<file path="config.mk">
export PLATFORM = sky130hd
export DESIGN_NAME = ipids_seq
export DESIGN_NICKNAME = d
export VERILOG_FILES = /design/src/logic/ipids_pkg.sv /design/src/logic/ipids_tmr_if.sv /design/src/logic/ipids_timer.sv /design/src/logic/ipids_seq.sv
export SDC_FILE = /design/constraint.sdc
export NUM_CORES = 1
export LEC_CHECK = 0
export BUFFER_PORTS_ARGS = -buffer_cell sky130_fd_sc_hd__buf_2
export CORE_MARGIN = 10
export CORE_UTILIZATION = 58
export CTS_CLUSTER_DIAMETER = 80
export CTS_CLUSTER_SIZE = 16
export DETAILED_ROUTE_END_ITERATION = 7
export MAX_ROUTING_LAYER = met4
export PLACE_DENSITY_LB_ADDON = 0.12
export SLEW_MARGIN = 10
export SYNTH_ARGS = -nofsm -noshare
export SYNTH_HDL_FRONTEND = slang
export SYNTH_SLANG_ARGS = --single-unit
</file>
<file path="constraint.sdc">
create_clock -name clk_i -period 5.2 [get_ports clk_i]
set_input_delay 0.26 -clock clk_i [delete_from_list [all_inputs] [get_ports clk_i]]
set_output_delay 0.26 -clock clk_i [all_outputs]
set_load 0.05 [all_outputs]
</file>
<file path="src/logic/ipids_pkg.sv">
// constants, register map and types of the drive select sequencer
package ipids_pkg;

	// ----------------------------------------
	// timing
	// ----------------------------------------
	localparam int CLK_PERIOD_NS = 10;
	localparam int SEL_TIMEOUT_NS = 1000000;
	localparam int SEL_LIMIT_INT = SEL_TIMEOUT_NS / CLK_PERIOD_NS;
	localparam int EXCH_SETTLE_NS = 50;
	localparam int EXCH_CYC_INT = (EXCH_SETTLE_NS + CLK_PERIOD_NS - 1) / CLK_PERIOD_NS;
	localparam int LIMIT_W = 24;
	localparam logic [LIMIT_W-1:0] SEL_LIMIT_CYC = LIMIT_W'(SEL_LIMIT_INT);
	localparam logic [LIMIT_W-1:0] EXCH_CYC = LIMIT_W'(EXCH_CYC_INT);
	localparam logic [LIMIT_W-1:0] LIMIT_ONE = 24'h000001;

	// ----------------------------------------
	// register byte offsets
	// ----------------------------------------
	localparam logic [5:0] OFS_STAGE = 6'h00;
	localparam logic [5:0] OFS_CMD = 6'h04;
	localparam logic [5:0] OFS_POLL_REQ = 6'h08;
	localparam logic [5:0] OFS_RST_REQ = 6'h0c;
	localparam logic [5:0] OFS_END_CFG = 6'h10;
	localparam logic [5:0] OFS_SEL_LIMIT = 6'h14;
	localparam logic [5:0] OFS_STATUS = 6'h18;
	localparam logic [5:0] OFS_IRQ_STAT = 6'h1c;
	localparam logic [5:0] OFS_IRQ_MASK = 6'h20;

	// ----------------------------------------
	// field positions
	// ----------------------------------------
	localparam int STAGE_PRIO_BIT = 3;
	localparam int CMD_SELECT_BIT = 0;
	localparam int CMD_DESELECT_BIT = 1;
	localparam int CMD_POLL_BIT = 2;
	localparam int CMD_RESET_BIT = 3;
	localparam int CMD_ENDST_BIT = 4;
	localparam int END_PARITY_BIT = 0;
	localparam int END_GOOD_BIT = 1;
	localparam int STATUS_ERR_BIT = 3;
	localparam int STATUS_BUSB_LSB = 8;
	localparam int EV_SELECTED = 0;
	localparam int EV_BUSY = 1;
	localparam int EV_TIMEOUT = 2;
	localparam int EV_EXCH = 3;
	localparam int EV_W = 4;
	localparam logic [31:0] RD_ZERO = 32'h0000_0000;

	// ----------------------------------------
	// bus A byte fields
	// ----------------------------------------
	localparam logic BUSA_SEL_MARK = 1'b0;
	localparam logic BUSA_POLL_MARK = 1'b0;
	localparam logic BUSA_RESET_MARK = 1'b1;
	localparam logic [2:0] BUSA_SEL_PAD = 3'h0;
	localparam logic [5:0] BUSA_END_PAD = 6'h00;
	localparam logic [7:0] BUS_B_NONE = 8'h00;

	typedef enum logic [2:0] {
		ST_IDLE = 3'b000,
		ST_ADDR = 3'b001,
		ST_SELECT = 3'b010,
		ST_SLV_ACK = 3'b011,
		ST_DESEL = 3'b100,
		ST_EXCH = 3'b101
	} ipids_state_t;

endpackage

</file>
<file path="src/logic/ipids_tmr_if.sv">
// timer hand-off between the sequencer and its selection timer
`timescale 1ns/1ps
interface ipids_tmr_if;
	logic start;
	logic run;
	logic [ipids_pkg::LIMIT_W-1:0] limit;
	logic expired;

	modport ctl (output start, output run, output limit, input expired);
	modport tmr (input start, input run, input limit, output expired);
endinterface

</file>
<file path="src/logic/ipids_timer.sv">
// cycle timer for the selection limit and exchange settle time
`timescale 1ns/1ps
module ipids_timer (
	input wire logic clk_i,
	input wire logic rst_i,
	input wire logic ce_i,
	ipids_tmr_if.tmr tmr
);
	logic [ipids_pkg::LIMIT_W-1:0] cnt_q;
	logic expired_q;

	assign tmr.expired = expired_q;

	// counts limit cycles of run after start, then holds expired
	always_ff @(posedge clk_i or posedge rst_i)
	begin
		if (rst_i)
		begin
			cnt_q <= '0;
			expired_q <= 1'b0;
		end
		else if (ce_i)
		begin
			if (tmr.start)
			begin
				cnt_q <= '0;
				expired_q <= 1'b0;
			end
			else if (tmr.run && !expired_q)
			begin
				if (cnt_q + ipids_pkg::LIMIT_ONE >= tmr.limit)
					expired_q <= 1'b1;
				else
					cnt_q <= cnt_q + ipids_pkg::LIMIT_ONE;
			end
		end
	end
endmodule

</file>
<file path="src/logic/ipids_seq.sv">
// drive select sequencer with avalon-mm register slave
//
// Summary of operation
// - from idle, a select loads bus A from the staging register first
// - select byte: 0, drive address in 6..4, zeros, priority flag in bit 0
// - after the address, select out rises, entering the select state
// - on a busy answer select out drops and deselect is entered
// - no slave in within the limit drops select out, back to idle
// - poll: bus A bit 7 zero, bits 6..0 report requests, bus B per drive
// - drive reset: bus A bit 7 one, address 6..4, reset flags 3..0
//
// Chosen here: register access over Avalon-MM and the placing of the registers.
`timescale 1ns/1ps
module ipids_seq #(
	parameter logic [ipids_pkg::LIMIT_W-1:0] SEL_LIMIT_CYC = ipids_pkg::SEL_LIMIT_CYC
) (
	input wire logic clk_i,
	input wire logic rst_i,
	input wire logic ce_i,
	input wire logic [5:0] avs_address_i,
	input wire logic avs_read_i,
	input wire logic avs_write_i,
	input wire logic [31:0] avs_writedata_i,
	output logic [31:0] avs_readdata_o,
	output logic avs_waitrequest_o,
	output logic irq_o,
	output logic select_out_o,
	output logic [7:0] bus_a_o,
	input wire logic slave_in_i,
	input wire logic [7:0] bus_b_i
);
	// ----------------------------------------
	// declarations
	// ----------------------------------------
	ipids_tmr_if tmr_if ();
	ipids_pkg::ipids_state_t state_q;
	ipids_pkg::ipids_state_t ret_q;
	logic waitreq_q;
	logic [31:0] rdata_q;
	logic [31:0] rd_mux;
	logic irq_q;
	logic select_q;
	logic [7:0] bus_a_q;
	logic [2:0] addr_q;
	logic prio_q;
	logic [6:0] poll_req_q;
	logic [3:0] rst_req_q;
	logic [1:0] end_cfg_q;
	logic [ipids_pkg::LIMIT_W-1:0] sel_limit_q;
	logic [ipids_pkg::EV_W-1:0] irq_stat_q;
	logic [ipids_pkg::EV_W-1:0] irq_mask_q;
	logic [ipids_pkg::EV_W-1:0] ev;
	logic err_q;
	logic [7:0] busb_cap_q;
	logic [8:0] sync1_q;
	logic [8:0] sync2_q;
	logic slave_s;
	logic [7:0] bus_b_s;
	logic wr_go;
	logic rd_go;
	logic cmd_wr;
	logic go_select;
	logic go_deselect;
	logic go_poll;
	logic go_reset;
	logic go_endst;
	logic go_exch;
	logic sel_norm;
	logic sel_busy;
	logic sel_tmo;
	logic exch_end;

	assign avs_readdata_o = rdata_q;
	assign avs_waitrequest_o = waitreq_q;
	assign irq_o = irq_q;
	assign select_out_o = select_q;
	assign bus_a_o = bus_a_q;

	// ----------------------------------------
	// bus A byte builders
	// ----------------------------------------
	function automatic logic [7:0] sel_byte(input logic [2:0] a, input logic p);
		sel_byte = {ipids_pkg::BUSA_SEL_MARK, a, ipids_pkg::BUSA_SEL_PAD, p};
	endfunction

	function automatic logic [7:0] reset_byte(input logic [2:0] a, input logic [3:0] f);
		reset_byte = {ipids_pkg::BUSA_RESET_MARK, a, f};
	endfunction

	// ----------------------------------------
	// pin synchronisers
	// ----------------------------------------
	always_ff @(posedge clk_i or posedge rst_i)
	begin
		if (rst_i)
		begin
			sync1_q <= '0;
			sync2_q <= '0;
		end
		else if (ce_i)
		begin
			sync1_q <= {slave_in_i, bus_b_i};
			sync2_q <= sync1_q;
		end
	end

	assign slave_s = sync2_q[8];
	assign bus_b_s = sync2_q[7:0];

	// ----------------------------------------
	// avalon slave: one wait state per access
	// ----------------------------------------
	assign wr_go = avs_write_i && !waitreq_q;
	assign rd_go = avs_read_i && !waitreq_q;

	always_ff @(posedge clk_i or posedge rst_i)
	begin
		if (rst_i)
			waitreq_q <= 1'b1;
		else if (ce_i)
			waitreq_q <= !((avs_read_i || avs_write_i) && waitreq_q);
	end

	always_comb
	begin
		rd_mux = ipids_pkg::RD_ZERO;
		if (avs_address_i == ipids_pkg::OFS_STAGE)
			rd_mux = {28'h0, prio_q, addr_q};
		else if (avs_address_i == ipids_pkg::OFS_POLL_REQ)
			rd_mux = {25'h0, poll_req_q};
		else if (avs_address_i == ipids_pkg::OFS_RST_REQ)
			rd_mux = {28'h0, rst_req_q};
		else if (avs_address_i == ipids_pkg::OFS_END_CFG)
			rd_mux = {30'h0, end_cfg_q};
		else if (avs_address_i == ipids_pkg::OFS_SEL_LIMIT)
			rd_mux = {8'h0, sel_limit_q};
		else if (avs_address_i == ipids_pkg::OFS_STATUS)
			rd_mux = {16'h0, busb_cap_q, 4'h0, err_q, state_q};
		else if (avs_address_i == ipids_pkg::OFS_IRQ_STAT)
			rd_mux = {28'h0, irq_stat_q};
		else if (avs_address_i == ipids_pkg::OFS_IRQ_MASK)
			rd_mux = {28'h0, irq_mask_q};
	end

	always_ff @(posedge clk_i or posedge rst_i)
	begin
		if (rst_i)
			rdata_q <= '0;
		else if (ce_i && avs_read_i && waitreq_q)
			rdata_q <= rd_mux;
	end

	// staging and configuration registers
	always_ff @(posedge clk_i or posedge rst_i)
	begin
		if (rst_i)
		begin
			addr_q <= '0;
			prio_q <= 1'b0;
			poll_req_q <= '0;
			rst_req_q <= '0;
			end_cfg_q <= '0;
			sel_limit_q <= SEL_LIMIT_CYC;
			irq_mask_q <= '0;
		end
		else if (ce_i && wr_go)
		begin
			if (avs_address_i == ipids_pkg::OFS_STAGE)
			begin
				addr_q <= avs_writedata_i[2:0];
				prio_q <= avs_writedata_i[ipids_pkg::STAGE_PRIO_BIT];
			end
			else if (avs_address_i == ipids_pkg::OFS_POLL_REQ)
				poll_req_q <= avs_writedata_i[6:0];
			else if (avs_address_i == ipids_pkg::OFS_RST_REQ)
				rst_req_q <= avs_writedata_i[3:0];
			else if (avs_address_i == ipids_pkg::OFS_END_CFG)
				end_cfg_q <= avs_writedata_i[1:0];
			else if (avs_address_i == ipids_pkg::OFS_SEL_LIMIT)
				sel_limit_q <= avs_writedata_i[ipids_pkg::LIMIT_W-1:0];
			else if (avs_address_i == ipids_pkg::OFS_IRQ_MASK)
				irq_mask_q <= avs_writedata_i[ipids_pkg::EV_W-1:0];
		end
	end

	// ----------------------------------------
	// command decode and answer classification
	// ----------------------------------------
	assign cmd_wr = wr_go && (avs_address_i == ipids_pkg::OFS_CMD);
	assign go_select = cmd_wr && avs_writedata_i[ipids_pkg::CMD_SELECT_BIT]
		&& (state_q == ipids_pkg::ST_IDLE);
	assign go_deselect = cmd_wr && avs_writedata_i[ipids_pkg::CMD_DESELECT_BIT]
		&& (state_q == ipids_pkg::ST_SLV_ACK);
	assign go_poll = cmd_wr && avs_writedata_i[ipids_pkg::CMD_POLL_BIT]
		&& (state_q == ipids_pkg::ST_IDLE) && !go_select;
	assign go_reset = cmd_wr && avs_writedata_i[ipids_pkg::CMD_RESET_BIT]
		&& (state_q == ipids_pkg::ST_IDLE) && !go_select && !go_poll;
	assign go_endst = cmd_wr && avs_writedata_i[ipids_pkg::CMD_ENDST_BIT]
		&& (state_q == ipids_pkg::ST_SLV_ACK) && !go_deselect;
	assign go_exch = go_poll || go_reset || go_endst;

	assign sel_norm = (state_q == ipids_pkg::ST_SELECT) && slave_s
		&& (bus_b_s != ipids_pkg::BUS_B_NONE);
	assign sel_busy = (state_q == ipids_pkg::ST_SELECT) && slave_s
		&& (bus_b_s == ipids_pkg::BUS_B_NONE);
	assign sel_tmo = (state_q == ipids_pkg::ST_SELECT) && !slave_s && tmr_if.expired;
	assign exch_end = (state_q == ipids_pkg::ST_EXCH) && tmr_if.expired;

	assign tmr_if.start = (state_q == ipids_pkg::ST_ADDR) || go_exch;
	assign tmr_if.run = (state_q == ipids_pkg::ST_SELECT) || (state_q == ipids_pkg::ST_EXCH);
	assign tmr_if.limit = (state_q == ipids_pkg::ST_EXCH) ? ipids_pkg::EXCH_CYC : sel_limit_q;

	ipids_timer u_timer (
		.clk_i(clk_i),
		.rst_i(rst_i),
		.ce_i(ce_i),
		.tmr(tmr_if.tmr)
	);

	// ----------------------------------------
	// interface sequencer
	// ----------------------------------------
	always_ff @(posedge clk_i or posedge rst_i)
	begin
		if (rst_i)
		begin
			state_q <= ipids_pkg::ST_IDLE;
			ret_q <= ipids_pkg::ST_IDLE;
			select_q <= 1'b0;
			bus_a_q <= '0;
			err_q <= 1'b0;
			busb_cap_q <= '0;
		end
		else if (ce_i)
		begin
			case (state_q)
				ipids_pkg::ST_IDLE:
				begin
					if (go_select)
					begin
						bus_a_q <= sel_byte(addr_q, prio_q);
						err_q <= 1'b0;
						state_q <= ipids_pkg::ST_ADDR;
					end
					else if (go_poll)
					begin
						bus_a_q <= {ipids_pkg::BUSA_POLL_MARK, poll_req_q};
						ret_q <= ipids_pkg::ST_IDLE;
						state_q <= ipids_pkg::ST_EXCH;
					end
					else if (go_reset)
					begin
						bus_a_q <= reset_byte(addr_q, rst_req_q);
						ret_q <= ipids_pkg::ST_IDLE;
						state_q <= ipids_pkg::ST_EXCH;
					end
				end
				ipids_pkg::ST_ADDR:
				begin
					select_q <= 1'b1;
					state_q <= ipids_pkg::ST_SELECT;
				end
				ipids_pkg::ST_SELECT:
				begin
					if (sel_norm)
					begin
						busb_cap_q <= bus_b_s;
						state_q <= ipids_pkg::ST_SLV_ACK;
					end
					else if (sel_busy)
					begin
						select_q <= 1'b0;
						busb_cap_q <= bus_b_s;
						state_q <= ipids_pkg::ST_DESEL;
					end
					else if (sel_tmo)
					begin
						select_q <= 1'b0;
						err_q <= 1'b1;
						state_q <= ipids_pkg::ST_IDLE;
					end
				end
				ipids_pkg::ST_SLV_ACK:
				begin
					if (go_deselect)
					begin
						select_q <= 1'b0;
						state_q <= ipids_pkg::ST_DESEL;
					end
					else if (go_endst)
					begin
						bus_a_q <= {end_cfg_q[ipids_pkg::END_GOOD_BIT],
							end_cfg_q[ipids_pkg::END_PARITY_BIT], ipids_pkg::BUSA_END_PAD};
						ret_q <= ipids_pkg::ST_SLV_ACK;
						state_q <= ipids_pkg::ST_EXCH;
					end
				end
				ipids_pkg::ST_DESEL:
				begin
					if (!slave_s)
						state_q <= ipids_pkg::ST_IDLE;
				end
				ipids_pkg::ST_EXCH:
				begin
					if (exch_end)
					begin
						busb_cap_q <= bus_b_s;
						state_q <= ret_q;
					end
				end
				default:
				begin
					select_q <= 1'b0;
					state_q <= ipids_pkg::ST_IDLE;
				end
			endcase
		end
	end

	// ----------------------------------------
	// interrupts: sticky status, read clears, set wins
	// ----------------------------------------
	always_comb
	begin
		ev = '0;
		ev[ipids_pkg::EV_SELECTED] = sel_norm;
		ev[ipids_pkg::EV_BUSY] = sel_busy;
		ev[ipids_pkg::EV_TIMEOUT] = sel_tmo;
		ev[ipids_pkg::EV_EXCH] = exch_end;
	end

	always_ff @(posedge clk_i or posedge rst_i)
	begin
		if (rst_i)
			irq_stat_q <= '0;
		else if (ce_i)
		begin
			// clear only what the read reported; later events survive
			if (rd_go && (avs_address_i == ipids_pkg::OFS_IRQ_STAT))
				irq_stat_q <= (irq_stat_q & ~rdata_q[ipids_pkg::EV_W-1:0]) | ev;
			else
				irq_stat_q <= irq_stat_q | ev;
		end
	end

	always_ff @(posedge clk_i or posedge rst_i)
	begin
		if (rst_i)
			irq_q <= 1'b0;
		else if (ce_i)
			irq_q <= |(irq_stat_q & irq_mask_q);
	end
endmodule

</file>
* Yosys cells after proc, flatten, opt, wreduce, memory -nomap -nowiden *
Index checks and enable logic that the tools add are counted.

cells by class
  $add $sub $neg = 1
  magnitude comparators = 1
  equality and inequality tests = 30
  muxes and demuxes = 53
  bitwise operators = 11
  reduce and logical (&&, ||, !) cells = 66

operator list
  cell                   number
  $mux 24                9
  $mux 8                 8
  $mux 3                 15
  $pmux 8 s2             2
  $logic_and 1x1->1      29
  $add 24x1->24 const B  1
  $eq 6x5->1 const B     4
  $ge 24x24->1           1
  $reduce_and 6->1       4
  $ne 2x2->1 const B     11
  $pmux 3 s6             1
  $mux 16                1
  $reduce_and 5->1       3
  $eq 6x4->1 const B     2
  $mux 4                 3
  $ne 3x3->1 const B     4
  $mux 1                 11
  $reduce_bool 2->1      5
  $reduce_and 3->1       3
  $and 4x4->4            2
  $logic_not 8->1        1
  $ne 4x4->1 const B     2
  $or 4x4->4             2
  $reduce_and 4->1       2
  other kinds (19)       36

storage, ports and cells
  bits in registers = 150
  bits of input ports = 52
  output and inout bits = 43
  logic and storage cells = 183

* Longest topological paths before layout *
Gate-level depths: netlist of the first run.

  depth in word-level cells = 14
  gate-level depth with buffers = 17
  mapped depth without buffers = 15

* Cells and area by module *
Synthesis of the first run repeated with hierarchy kept, for this count alone.

second synthesis, totals
  cells, all modules = 792
  area total of the unflattened synthesis = 8,046.5 um^2

by module, submodules not included
  module       instances  cells an instance  area an instance (um^2)  seq. area each (um^2)
  ipids_seq    1          481                5,509.0                  2,886.5
  ipids_timer  1          311                2,537.4                  625.6

* Worst setup path after synthesis of the first run *
OpenSTA, ideal clock, no wires.

  path type = register -> register
  start point = register u_timer.cnt_q[0] in the netlist's numbering
  end point = register u_timer.cnt_q[20] in the netlist's numbering
  library setup time = 122 ps
  data arrival time = 3,406 ps
  required time = 5,078 ps
  setup slack = 1,673 ps
  cell stages (with the launch flop) = 17
  path buffers = 2
  clock period less this slack = 3,527 ps
  cells stage by stage = dfrtp_1 ha_1 nand3_1 nor2_1 nand3_1 nor2_1 nand2_1 xnor2_1 ha_1 and4_1 nand2_1 a211o_1 a41oi_1 clkbuf_1 nor2_1 clkbuf_1 a32o_1

between the ends
  word-level cells in the longest chain between the ends = 4
  elaborated cells between the ends (all ways) = 7
  classes of those cells = add/sub: 1; order compare: 1; eq/ne: 1; mux: 3; reduce/logical: 1

ends and longest elaborated chain
  item                                                          RTL line                              source
  from (decl)                                                   ipids_timer.sv:9                      logic [ipids_pkg::LIMIT_W-1:0] cnt_q;
  from (signal assigned)                                        ipids_timer.sv:34                     cnt_q <= cnt_q + ipids_pkg::LIMIT_ONE;
  $add 24x1->24 *                                               ipids_timer.sv:31, ipids_timer.sv:34
  $ge 24x24->1 or $mux 24 (tied branches)                       ipids_timer.sv:31                     if (cnt_q + ipids_pkg::LIMIT_ONE >= tmr.limit)
  $ne 2x2->1 (no source line) or $mux 24 (tied branches)        n/a
  $reduce_and 3->1 (no source line) or $mux 24 (tied branches)  n/a

Mark *: on every way between the ends. The rest lies on a longest branch, timed or not. The select of a mux whose other input is x is not followed.
A chain may end at the register's enable or synchronous reset.

* Worst setup path after layout of the first run *
  start point = register u_timer.cnt_q[0] in the netlist's numbering
  end point = register u_timer.cnt_q[1] in the netlist's numbering

Same word-level chain as after synthesis.

==> impl_metrics.xml, run 1 <==
<?xml version="1.0" encoding="UTF-8"?>
<metrics>
  <group name="worst_setup_path">
    <metric name="timing_worst_setup_path_type" unit="">reg -&gt; reg</metric>
    <metric name="critical_path.max_fanout" unit="">12</metric>
    <metric name="cp.arrival" unit="ns">4.76</metric>
    <metric name="worstSetupStartpointType" unit="">flip-flop</metric>
    <metric name="critical_path_required" unit="ns">5.52</metric>
    <metric name="setup.worst_path.end_class" unit="">flip-flop</metric>
  </group>
  <group name="yosys">
    <metric name="seq_area_frac_synth" unit="%">47.0</metric>
    <metric name="ys_warn_count" unit="">0</metric>
    <metric name="synth.lib_cells_used.distinct" unit="">65</metric>
    <metric name="ys_dominant_reg_cell" unit="">dfrtp_1</metric>
    <metric name="synth_top_area_share" unit="%">44.5</metric>
    <metric name="synthDominantAreaCellType" unit="">dfrtp_1</metric>
    <metric name="post_synth_main_area_contributors" unit="">dfrtp_1 (45%), mux2_2 (11%), nand2_1 (6.2%), ha_1 (4.2%), o21ai_0 (2.5%)</metric>
    <metric name="most_frequent_cells_after_synthesis" unit="">dfrtp_1 (133), nand2_1 (124), mux2_2 (75)</metric>
    <metric name="synth.avg_cell_area" unit="sq um">10.2</metric>
    <metric name="yosys.cell_count.top_type" unit="">dfrtp_1</metric>
    <metric name="synth_cells" unit="">732</metric>
    <metric name="synth.ff_latch_count" unit="">140</metric>
    <metric name="synth_enable_flop_cells" unit="">0</metric>
    <metric name="synth_area" unit="sq um">7480</metric>
    <metric name="synth_async_sr_flop_share" unit="%">100</metric>
  </group>
  <group name="finish">
    <metric name="post_route_utilization" unit="%">67.7</metric>
    <metric name="area_growth_syn_to_layout" unit="%">14.3</metric>
    <metric name="fin_area" unit="sq um">8540</metric>
    <metric name="finish.cell_count_without_fillers" unit="">985</metric>
    <metric name="nFillCells" unit="">1040</metric>
    <metric name="antenna-diode-count" unit="">0</metric>
    <metric name="multi_input_comb_area" unit="sq um">3740</metric>
    <metric name="finalNetCount" unit="">877</metric>
    <metric name="layout-drive-gt1-share" unit="%">25.8</metric>
    <metric name="sequential_cell_area" unit="sq um">3510</metric>
  </group>
  <group name="route">
    <metric name="drt_pass1_iterations" unit="">5</metric>
    <metric name="detail_route.vias_per_cell" unit="">6.10</metric>
    <metric name="drc_errors" unit="">0</metric>
    <metric name="route.vias.total" unit="">6007</metric>
    <metric name="dr.first_iter.drc_count" unit="">527</metric>
    <metric name="finalWirelength" unit="microns">18600</metric>
    <metric name="post_drt_wl_per_cell" unit="microns">18.9</metric>
    <metric name="final_antenna_net_count" unit="">0</metric>
  </group>
  <group name="hold_path">
    <metric name="hp-class" unit="">in -&gt; reg</metric>
  </group>
  <group name="clock_network">
    <metric name="cts_tree" unit="">done</metric>
    <metric name="clk_path_buf_depth" unit="">2</metric>
    <metric name="cts-buffers-inserted" unit="">17</metric>
    <metric name="clock_transition_at_the_register_clock_pins_on_the_worst_setup_and_hold_paths_after_cts" unit="ns">0.06</metric>
    <metric name="cts-resized-gates" unit="">0</metric>
    <metric name="h-tree-depth" unit="">4</metric>
    <metric name="cts_num_sinks" unit="">140</metric>
    <metric name="clk-insertion-delay-late" unit="ns">0.43</metric>
    <metric name="post_cts_hold_fix_bufs" unit="">1</metric>
    <metric name="post-cts-setup-buffers" unit="">0</metric>
    <metric name="cts.root.buffer_cell" unit="">clkbuf_16</metric>
  </group>
  <group name="grt">
    <metric name="grt_antenna_before_repair" unit="">0</metric>
    <metric name="first_global_vias" unit="">6036</metric>
    <metric name="grt.overflow.total" unit="">0</metric>
    <metric name="wire_length_of_the_first_global_routing_pass" unit="microns">30900</metric>
    <metric name="grtUsageTotal" unit="%">21.8</metric>
    <metric name="grt_start_max_net_pins" unit="">77</metric>
  </group>
  <group name="timing">
    <metric name="layout_min_cycle_time" unit="ns">4.44</metric>
    <metric name="timing.fmax" unit="GHz">0.225</metric>
    <metric name="setup_viol" unit="">0</metric>
    <metric name="fin_worst_skew" unit="ns">0.00424</metric>
    <metric name="final-hold-violation-count" unit="">0</metric>
    <metric name="grt_setup_unrepaired" unit="">no</metric>
    <metric name="maxSlewHeadroom" unit="%">26.2</metric>
    <metric name="period_utilization_post_route" unit="%">85.4</metric>
    <metric name="finalHoldWorstSlack" unit="ns">0.0590</metric>
    <metric name="fin_setup_tns" unit="ns">0</metric>
    <metric name="tightestPinTransition" unit="ns">1.09</metric>
    <metric name="final_max_slew_viol_count" unit="">0</metric>
  </group>
  <group name="pwr">
    <metric name="power-per-cell-area" unit="nW/um^2">395</metric>
    <metric name="netSwitchingPower" unit="mW">1.16</metric>
    <metric name="power_frac_comb" unit="%">24.3</metric>
    <metric name="worst_ir_drop_vdd" unit="V">0.000278</metric>
    <metric name="power.share.clock" unit="%">35.7</metric>
    <metric name="seq_power_share" unit="%">40.0</metric>
    <metric name="power.share.switching" unit="%">34.5</metric>
    <metric name="power_leakage" unit="nW">3.91</metric>
    <metric name="p_int" unit="mW">2.21</metric>
  </group>
  <group name="die">
    <metric name="floorplan.core_area" unit="sq um">12600</metric>
    <metric name="floorplan.initialDensity" unit="%">59.2</metric>
    <metric name="dieArea" unit="sq um">17800</metric>
    <metric name="total_i_o_pin_count" unit="">95</metric>
    <metric name="floorplan.rows" unit="">41</metric>
    <metric name="die-width" unit="microns">134</metric>
    <metric name="chipHeight" unit="microns">134</metric>
  </group>
  <group name="run_status">
    <metric name="status" unit="">finished clean</metric>
  </group>
  <group name="placement">
    <metric name="port_buffers" unit="">78</metric>
    <metric name="placed_cell_area" unit="sq um">7940</metric>
    <metric name="dp.cells" unit="">952</metric>
    <metric name="gp_congestion" unit="">0.901</metric>
    <metric name="dpl.hpwl" unit="microns">13400</metric>
  </group>
  <group name="job">
    <metric name="cap_violations" unit="">0</metric>
  </group>
</metrics>
## metrics by stage
step | power [mW] | worst slack [ns]
after floorplan | 1.94 | 1.20
after global placement | 2.15 | 0.993
after detailed placement | 2.18 | 0.898
after CTS | 3.38 | 0.865
after global routing | 3.54 | 0.374
final | 3.37 | 0.758
## registers in the layout, indices dropped and copies added (netlist names), 2 cells and up
name,flops
avs_readdata_o,24
sel_limit_q,24
u_timer.cnt_q,24
sync1_q,9
sync2_q,9
bus_a_o,8
busb_cap_q,8
poll_req_q,7
irq_mask_q,4
irq_stat_q,4
rst_req_q,4
addr_q,3
state_q,3
end_cfg_q,2
## layer usage
layer	GRT usage (%)	vias up	wire [microns]
li1	-	2807	-
met1	26.5	2974	8110
met2	35.5	184	9230
met3	4.81	42	870
met4	7.26	0	417
met5	-	-	0
## area by class of cell
type	instances	share of cell area [%]
Tap cell	172	2.52
Clock inverter	15	1.93
Sequential cell	140	41.1
Inverter	9	0.454
Timing Repair Buffer	85	5.21
Multi-Input combinational cell	547	43.8
Clock buffer	17	4.98
## power by group through the flow
stage / Sequential [mW] / Combinational, mW / Clock [mW]
detailed placement: 1.37 / 0.810 / 0
finish: 1.35 / 0.819 / 1.20
global placement: 1.36 / 0.786 / 0
global route: 1.37 / 0.904 / 1.27
floorplan: 1.41 / 0.531 / 0
CTS: 1.35 / 0.817 / 1.22
## worst max-delay path: stages, from the launching register on
cell,delay (ns)
dfrtp_1,0.45
ha_1,0.24
nand3_1,0.19
nor2_1,0.28
nand3_1,0.20
nor2_1,0.34
nand2_1,0.12
xnor2_1,0.16
ha_1,0.29
nand2_1,0.06
nor2_1,0.26
nand2_1,0.12
a211o_1,0.25
a41oi_1,0.60
nor2_1,0.41
a32o_1,0.35
## final timing paths
check	startpoint	end	slack [ns]	depth (start not counted)
setup / recovery	u_timer.cnt_q[0]$_DFFE_PP0P_	u_timer.cnt_q[1]$_DFFE_PP0P_	0.76	15
hold / removal	slave_in_i	sync1_q[8]$_DFFE_PP0P_	0.06	2
setup reg to reg	u_timer.cnt_q[0]$_DFFE_PP0P_	u_timer.cnt_q[1]$_DFFE_PP0P_	0.76	15
hold reg to reg	avs_readdata_o[12]$_DFFE_PP0P_	avs_readdata_o[12]$_DFFE_PP0P_	0.47	2
max in group asynchronous	rst_i	u_timer.cnt_q[10]$_DFFE_PP0P_	3.37	4
min in group asynchronous	rst_i	rst_req_q[2]$_DFFE_PP0P_	0.44	3
## cell families (layout without fill, tap and decap cells)
| family | count (synthesis) | in the layout | share of synthesized area [%] |
|---|---|---|---|
| other | 1 | 8 | 0.0502 |
| XOR/XNOR | 21 | 21 | 2.46 |
| flip-flops | 140 | 140 | 47.0 |
| adder cells (fa/ha/maj) | 25 | 25 | 4.18 |
| AO/OA/AOI/OAI | 157 | 157 | 14.8 |
| AND/OR/NAND/NOR | 255 | 255 | 16.1 |
| buffers and inverters | 52 | 126 | 3.36 |
| multiplexers | 81 | 81 | 12.1 |
## placed cells by master, fill, tap and decap left out, types with 8 or more instances in the layout
master,instances
a32o_1,13
clkbuf_16,17
nand2_1,124
nor3_1,9
a21oi_1,33
dfrtp_1,133
xnor2_1,17
o21ai_0,37
ha_1,25
o31ai_1,12
nand3_1,23
nor2_1,40
buf_2,78
conb_1,8
mux2_2,75
a32oi_1,12
Power figures use the tool's default switching activity.
==> run 2, diff against run 1 <==
CAP_MARGIN = 20   (was default)
RECOVER_POWER = 25   (was default)
==> impl_metrics.xml, run 2 (same netlist as run 1, synthesis figures left out) <==
<?xml version="1.0" encoding="UTF-8"?>
<metrics>
  <group name="run_status">
    <metric name="status" unit="">complete, but fails checks</metric>
    <metric name="failed_checks" unit="">max-capacitance violations, max-slew violations</metric>
  </group>
  <group name="placement">
    <metric name="dpl.hpwl" unit="microns">13400</metric>
    <metric name="gp_congestion" unit="">0.901</metric>
    <metric name="port_buffers" unit="">78</metric>
    <metric name="placed_cell_area" unit="sq um">7940</metric>
  </group>
  <group name="clock_network">
    <metric name="clock_transition_at_the_register_clock_pins_on_the_worst_setup_and_hold_paths_after_cts" unit="ns">0.06</metric>
    <metric name="clk-insertion-delay-late" unit="ns">0.43</metric>
    <metric name="cts-buffers-inserted" unit="">17</metric>
    <metric name="post-cts-setup-buffers" unit="">0</metric>
    <metric name="cts_tree" unit="">done</metric>
    <metric name="cts_num_sinks" unit="">140</metric>
    <metric name="cts.root.buffer_cell" unit="">clkbuf_16</metric>
    <metric name="h-tree-depth" unit="">4</metric>
    <metric name="clk_path_buf_depth" unit="">2</metric>
  </group>
  <group name="route">
    <metric name="detail_route.vias_per_cell" unit="">6.09</metric>
    <metric name="drc_errors" unit="">0</metric>
    <metric name="route.vias.total" unit="">6002</metric>
    <metric name="finalWirelength" unit="microns">18600</metric>
    <metric name="post_drt_wl_per_cell" unit="microns">18.9</metric>
    <metric name="final_antenna_net_count" unit="">0</metric>
    <metric name="drt_pass1_iterations" unit="">6</metric>
    <metric name="dr.first_iter.drc_count" unit="">534</metric>
  </group>
  <group name="finish">
    <metric name="finalNetCount" unit="">877</metric>
    <metric name="mostFrequentLayoutCells" unit="">dfrtp_1 (133), nand2_1 (124), buf_2 (77)</metric>
    <metric name="sequential_cell_area" unit="sq um">3510</metric>
    <metric name="area_growth_syn_to_layout" unit="%">14.2</metric>
    <metric name="post_route_utilization" unit="%">67.7</metric>
    <metric name="commonest_non_fill_non_tap_cell_in_the_layout" unit="">dfrtp_1</metric>
    <metric name="antenna-diode-count" unit="">0</metric>
    <metric name="fin_area" unit="sq um">8540</metric>
    <metric name="multi_input_comb_area" unit="sq um">3740</metric>
    <metric name="nFillCells" unit="">1043</metric>
    <metric name="layout-drive-gt1-share" unit="%">25.6</metric>
  </group>
  <group name="hold_path">
    <metric name="hp-class" unit="">in -&gt; reg</metric>
  </group>
  <group name="worst_setup_path">
    <metric name="worstSetupStartpointType" unit="">flip-flop</metric>
    <metric name="critical_path_required" unit="ns">5.52</metric>
    <metric name="setup.worst_path.end_class" unit="">flip-flop</metric>
    <metric name="critical_path.max_fanout" unit="">12</metric>
    <metric name="slowest_stage" unit="">a41oi_1</metric>
    <metric name="critical-path-top-delay-family" unit="">simple AND/OR/NAND/NOR gates</metric>
    <metric name="path_buf_inv" unit="">0</metric>
    <metric name="timing_worst_setup_path_type" unit="">reg -&gt; reg</metric>
    <metric name="path_cells" unit="">ha_1 &gt; nand3_1 &gt; nor2_1 &gt; nand3_1 &gt; nor2_1 &gt; nand2_1 &gt; xnor2_1 &gt; ha_1 &gt; nand2_1 &gt; nor2_1 &gt; nand2_1 &gt; a211o_1 &gt; a41oi_1 &gt; nor2_1 &gt; a32o_1</metric>
    <metric name="critPathMaxStageDelay" unit="ns">0.59</metric>
    <metric name="critPathMostFrequentCell" unit="">nor2_1</metric>
    <metric name="cp.arrival" unit="ns">4.74</metric>
  </group>
  <group name="die">
    <metric name="total_i_o_pin_count" unit="">95</metric>
    <metric name="floorplan.initialDensity" unit="%">59.2</metric>
    <metric name="die-width" unit="microns">134</metric>
    <metric name="chipHeight" unit="microns">134</metric>
    <metric name="floorplan.rows" unit="">41</metric>
    <metric name="floorplan.core_area" unit="sq um">12600</metric>
    <metric name="dieArea" unit="sq um">17800</metric>
  </group>
  <group name="timing">
    <metric name="final_max_slew_viol_count" unit="">105</metric>
    <metric name="timing.fmax" unit="GHz">0.226</metric>
    <metric name="fin_worst_skew" unit="ns">0.00508</metric>
    <metric name="tightestPinTransition" unit="ns">2.78</metric>
    <metric name="maxSlewHeadroom" unit="%">-86.1</metric>
    <metric name="grt_setup_unrepaired" unit="">no</metric>
    <metric name="period_utilization_post_route" unit="%">85.2</metric>
    <metric name="fin_setup_tns" unit="ns">0</metric>
    <metric name="final-hold-violation-count" unit="">0</metric>
    <metric name="layout_min_cycle_time" unit="ns">4.43</metric>
    <metric name="setup_viol" unit="">0</metric>
  </group>
  <group name="job">
    <metric name="cap_violations" unit="">2</metric>
  </group>
  <group name="grt">
    <metric name="grt.overflow.total" unit="">0</metric>
    <metric name="grtUsageTotal" unit="%">21.8</metric>
    <metric name="grt_antenna_before_repair" unit="">0</metric>
    <metric name="first_global_vias" unit="">6036</metric>
    <metric name="grt_start_max_net_pins" unit="">77</metric>
    <metric name="wire_length_of_the_first_global_routing_pass" unit="microns">30900</metric>
  </group>
  <group name="pwr">
    <metric name="worst_ir_drop_vdd" unit="V">0.000279</metric>
    <metric name="power-per-cell-area" unit="nW/um^2">395</metric>
    <metric name="power_leakage" unit="nW">3.90</metric>
  </group>
</metrics>
-- run 2: cell count changes in the layout (fill, tap and decap cells not counted), sizes merged --
cell,change
clkbuf,+1
inv,-1
clkinvlp,+1
buf,-1
-- run 2: path summary, 6_finish.rpt --
| check | from | end | slack, ns | cells past startpoint |
|---|---|---|---|---|
| worst min-delay path | slave_in_i | sync1_q[8]$_DFFE_PP0P_ | 0.06 | 2 |
| worst max register to register | u_timer.cnt_q[0]$_DFFE_PP0P_ | u_timer.cnt_q[1]$_DFFE_PP0P_ | 0.77 | 15 |
| worst max-delay path | u_timer.cnt_q[0]$_DFFE_PP0P_ | u_timer.cnt_q[1]$_DFFE_PP0P_ | 0.77 | 15 |
| min in group asynchronous | rst_i | rst_req_q[2]$_DFFE_PP0P_ | 1.15 | 3 |
| max in group asynchronous | rst_i | u_timer.cnt_q[10]$_DFFE_PP0P_ | 2.12 | 4 |
| worst min register to register | avs_readdata_o[12]$_DFFE_PP0P_ | avs_readdata_o[12]$_DFFE_PP0P_ | 0.47 | 2 |
-- run 2: where the power goes --
part	leakage, nW	switching [mW]	internal (mW)
combinational	1.78	0.543	0.275
clock	0.276	0.494	0.711
sequential	1.84	0.126	1.22
-- run 2: routing by layer --
layer,routed length [microns],track usage [%],vias to the layer above
li1,-,-,2807
met1,8120,26.5,2984
met2,9250,35.5,177
met3,839,4.81,34
met4,412,7.26,0
met5,0,-,-
-- run 2: area by class of cell --
type                    count  area share (%)
clock buffers              17            4.98
clock inverters            15            1.93
inverters                   9           0.410
multi-input cells         547            43.8
flip-flops and latches    140            41.1
well taps                 172            2.52
repair buffers             85            5.20
-- run 2: repair_timing --
| item | in CTS | in global routing |
|---|---|---|
| hold endpoints to repair | 63 | 0 |
| gates resized for setup | 0 | 0 |
| setup endpoints to repair | 0 | 0 |
| hold buffers | 1 | 0 |
-- run 2: per-stage QoR --
| step | std cells | hold slack (ns) | power, mW | worst slack (ns) |
|---|---|---|---|---|
| 3_5_place_dp | 952 | 0.369 | 2.18 | 0.898 |
| 4_1_cts | 985 | 0.0483 | 3.38 | 0.865 |
| 5_1_grt | 985 | 0.0562 | 3.54 | 0.374 |
| 2_1_floorplan | 739 | 0.410 | 1.94 | 1.20 |
| 6_report | 985 | 0.0587 | 3.37 | 0.772 |
| 3_3_place_gp | 952 | 0.359 | 2.15 | 0.993 |
==> run 3, diff against run 2 <==
clock period = 4.2 ns   (was 5.2 ns; I/O delays follow)
==> impl_metrics.xml, run 3 (same netlist as run 1, synthesis figures left out) <==
<?xml version="1.0" encoding="UTF-8"?>
<metrics>
  <group name="run_status">
    <metric name="status" unit="">complete, but fails checks</metric>
    <metric name="failed_checks" unit="">max-capacitance violations, max-slew violations</metric>
  </group>
  <group name="worst_setup_path">
    <metric name="critical_path_required" unit="ns">4.56</metric>
    <metric name="critical-path-top-delay-family" unit="">simple AND/OR/NAND/NOR gates</metric>
    <metric name="setup.worst_path.end_class" unit="">flip-flop</metric>
    <metric name="path_buf_inv" unit="">1</metric>
    <metric name="critical_path.max_fanout" unit="">18</metric>
    <metric name="worstSetupStartpointType" unit="">flip-flop</metric>
    <metric name="critPathMaxStageDelay" unit="ns">0.45</metric>
    <metric name="path_cells" unit="">nand3_1 &gt; or2_2 &gt; nor2_1 &gt; and3_1 &gt; nand3_1 &gt; xnor2_1 &gt; ha_1 &gt; nand2_1 &gt; nor2_1 &gt; nand2_1 &gt; a211o_1 &gt; a41oi_1 &gt; buf_4 &gt; o21a_4 &gt; a32o_1</metric>
    <metric name="timing_worst_setup_path_type" unit="">reg -&gt; reg</metric>
    <metric name="slowest_stage" unit="">dfrtp_1</metric>
    <metric name="cp.arrival" unit="ns">4.29</metric>
  </group>
  <group name="route">
    <metric name="drc_errors" unit="">0</metric>
    <metric name="post_drt_wl_per_cell" unit="microns">19.2</metric>
    <metric name="finalWirelength" unit="microns">19000</metric>
    <metric name="drt_pass1_iterations" unit="">6</metric>
    <metric name="route.vias.total" unit="">6055</metric>
    <metric name="detail_route.vias_per_cell" unit="">6.10</metric>
    <metric name="final_antenna_net_count" unit="">0</metric>
    <metric name="dr.first_iter.drc_count" unit="">484</metric>
  </group>
  <group name="clock_network">
    <metric name="clk-insertion-delay-late" unit="ns">0.43</metric>
    <metric name="clock_transition_at_the_register_clock_pins_on_the_worst_setup_and_hold_paths_after_cts" unit="ns">0.06</metric>
    <metric name="h-tree-depth" unit="">4</metric>
    <metric name="clk_path_buf_depth" unit="">2</metric>
    <metric name="cts_num_sinks" unit="">140</metric>
    <metric name="cts.root.buffer_cell" unit="">clkbuf_16</metric>
    <metric name="cts-buffers-inserted" unit="">17</metric>
    <metric name="cts_tree" unit="">done</metric>
  </group>
  <group name="die">
    <metric name="die-width" unit="microns">134</metric>
    <metric name="chipHeight" unit="microns">134</metric>
    <metric name="dieArea" unit="sq um">17800</metric>
    <metric name="floorplan.initialDensity" unit="%">59.2</metric>
    <metric name="floorplan.core_area" unit="sq um">12600</metric>
    <metric name="total_i_o_pin_count" unit="">95</metric>
    <metric name="floorplan.rows" unit="">41</metric>
  </group>
  <group name="timing">
    <metric name="finalHoldWorstSlack" unit="ns">0.0134</metric>
    <metric name="fin_worst_skew" unit="ns">0.00778</metric>
    <metric name="period_utilization_post_route" unit="%">93.6</metric>
    <metric name="final_max_slew_viol_count" unit="">113</metric>
    <metric name="maxSlewHeadroom" unit="%">-54.5</metric>
    <metric name="grt_setup_unrepaired" unit="">no</metric>
    <metric name="layout_min_cycle_time" unit="ns">3.93</metric>
    <metric name="tightestPinTransition" unit="ns">2.31</metric>
    <metric name="fin_setup_tns" unit="ns">0</metric>
    <metric name="final-hold-violation-count" unit="">0</metric>
    <metric name="timing.fmax" unit="GHz">0.254</metric>
    <metric name="setup_viol" unit="">0</metric>
  </group>
  <group name="placement">
    <metric name="gp_congestion" unit="">0.912</metric>
    <metric name="port_buffers" unit="">78</metric>
    <metric name="dpl.hpwl" unit="microns">13600</metric>
  </group>
  <group name="finish">
    <metric name="layout-drive-gt1-share" unit="%">26.6</metric>
    <metric name="commonest_non_fill_non_tap_cell_in_the_layout" unit="">dfrtp_1</metric>
    <metric name="finalNetCount" unit="">884</metric>
    <metric name="antenna-diode-count" unit="">0</metric>
    <metric name="mostFrequentLayoutCells" unit="">dfrtp_1 (133), nand2_1 (124), buf_2 (77)</metric>
    <metric name="area_growth_syn_to_layout" unit="%">15.2</metric>
    <metric name="nFillCells" unit="">1027</metric>
  </group>
  <group name="pwr">
    <metric name="p_int" unit="mW">2.75</metric>
    <metric name="power.share.switching" unit="%">34.5</metric>
    <metric name="power_leakage" unit="nW">3.93</metric>
    <metric name="power-per-cell-area" unit="nW/um^2">487</metric>
    <metric name="worst_ir_drop_vdd" unit="V">0.000336</metric>
    <metric name="power.share.clock" unit="%">35.7</metric>
    <metric name="netSwitchingPower" unit="mW">1.45</metric>
    <metric name="seq_power_share" unit="%">39.9</metric>
    <metric name="power_frac_comb" unit="%">24.4</metric>
  </group>
  <group name="job">
    <metric name="cap_violations" unit="">1</metric>
  </group>
  <group name="grt">
    <metric name="grt.overflow.total" unit="">0</metric>
    <metric name="first_global_vias" unit="">6125</metric>
    <metric name="grt_start_max_net_pins" unit="">113</metric>
    <metric name="wire_length_of_the_first_global_routing_pass" unit="microns">30900</metric>
    <metric name="grt_antenna_before_repair" unit="">0</metric>
    <metric name="grtUsageTotal" unit="%">21.9</metric>
  </group>
  <group name="hold_path">
    <metric name="hp-class" unit="">in -&gt; reg</metric>
  </group>
</metrics>
==> run 3: worst register-to-register path: cells and delay by family, from the launching register on <==
kind / cells / cell delay (ns)
simple gates: 8 / 1.68
compound gates: 4 / 0.98
flops: 1 / 0.45
fa+ha+maj: 1 / 0.31
buf+inv: 1 / 0.29
xor+xnor: 1 / 0.17
==> run 3: per-stage QoR <==
stage | area, sq um | cells | setup WS [ns] | util [%] | power [mW]
5_1_grt | 8620 | 992 | 0.0464 | 68.3 | 4.39
6_report | 8620 | 992 | 0.268 | 68.3 | 4.20
4_1_cts | 8590 | 990 | 0.138 | 68.1 | 4.21
2_1_floorplan | 7500 | 739 | 0.249 | - | 2.41
3_3_place_gp | 7960 | 954 | 0.300 | 63.1 | 2.66
3_5_place_dp | 7960 | 954 | 0.157 | 63.1 | 2.70
==> run 3: layer usage <==
metal	global-route usage (%)	vias to the layer above	share of wire (%)
li1	-	2821	-
met1	26.1	3011	43
met2	35.9	190	51
met3	4.02	33	4.1
met4	9.31	0	2.4
met5	-	-	0
==> run 3: final cells by class <==
type | instances | area, sq um | share of cell area, %
Tap cell | 172 | 215 | 2.50
Multi-Input combinational cell | 547 | 3760 | 43.6
Clock buffer | 17 | 425 | 4.94
Inverter | 9 | 37.5 | 0.436
Clock inverter | 15 | 164 | 1.90
Timing Repair Buffer | 92 | 502 | 5.82
Sequential cell | 140 | 3510 | 40.8
==> run 3: power groups by stage <==
| stage | sequential (mW) | clock (mW) | combinational [mW] |
|---|---|---|---|
| global placement | 1.68 | 0 | 0.977 |
| global route | 1.70 | 1.57 | 1.12 |
| CTS | 1.67 | 1.52 | 1.02 |
| detailed placement | 1.69 | 0 | 1.00 |
| finish | 1.68 | 1.50 | 1.02 |
| floorplan | 1.75 | 0 | 0.658 |
==> run 3: repair_timing <==
item	CTS	global route
setup buffers	0	0
resized for setup	0	4
hold buffers	4	0
setup endpoints to repair	0	24
hold endpoints to repair	4	0
==> run 3: path summary, 6_finish.rpt <==
check | startpoint | to | slack [ns] | cells past startpoint
min in group asynchronous | rst_i | rst_req_q[0]$_DFFE_PP0P_ | 0.50 | 2
max in group asynchronous | rst_i | u_timer.cnt_q[9]$_DFFE_PP0P_ | 2.33 | 3
worst min-delay path | slave_in_i | sync1_q[8]$_DFFE_PP0P_ | 0.01 | 2
worst max register to register | u_timer.cnt_q[0]$_DFFE_PP0P_ | u_timer.cnt_q[22]$_DFFE_PP0P_ | 0.27 | 15
worst min register to register | avs_readdata_o[10]$_DFFE_PP0P_ | avs_readdata_o[10]$_DFFE_PP0P_ | 0.46 | 2
worst max-delay path | u_timer.cnt_q[0]$_DFFE_PP0P_ | u_timer.cnt_q[22]$_DFFE_PP0P_ | 0.27 | 15
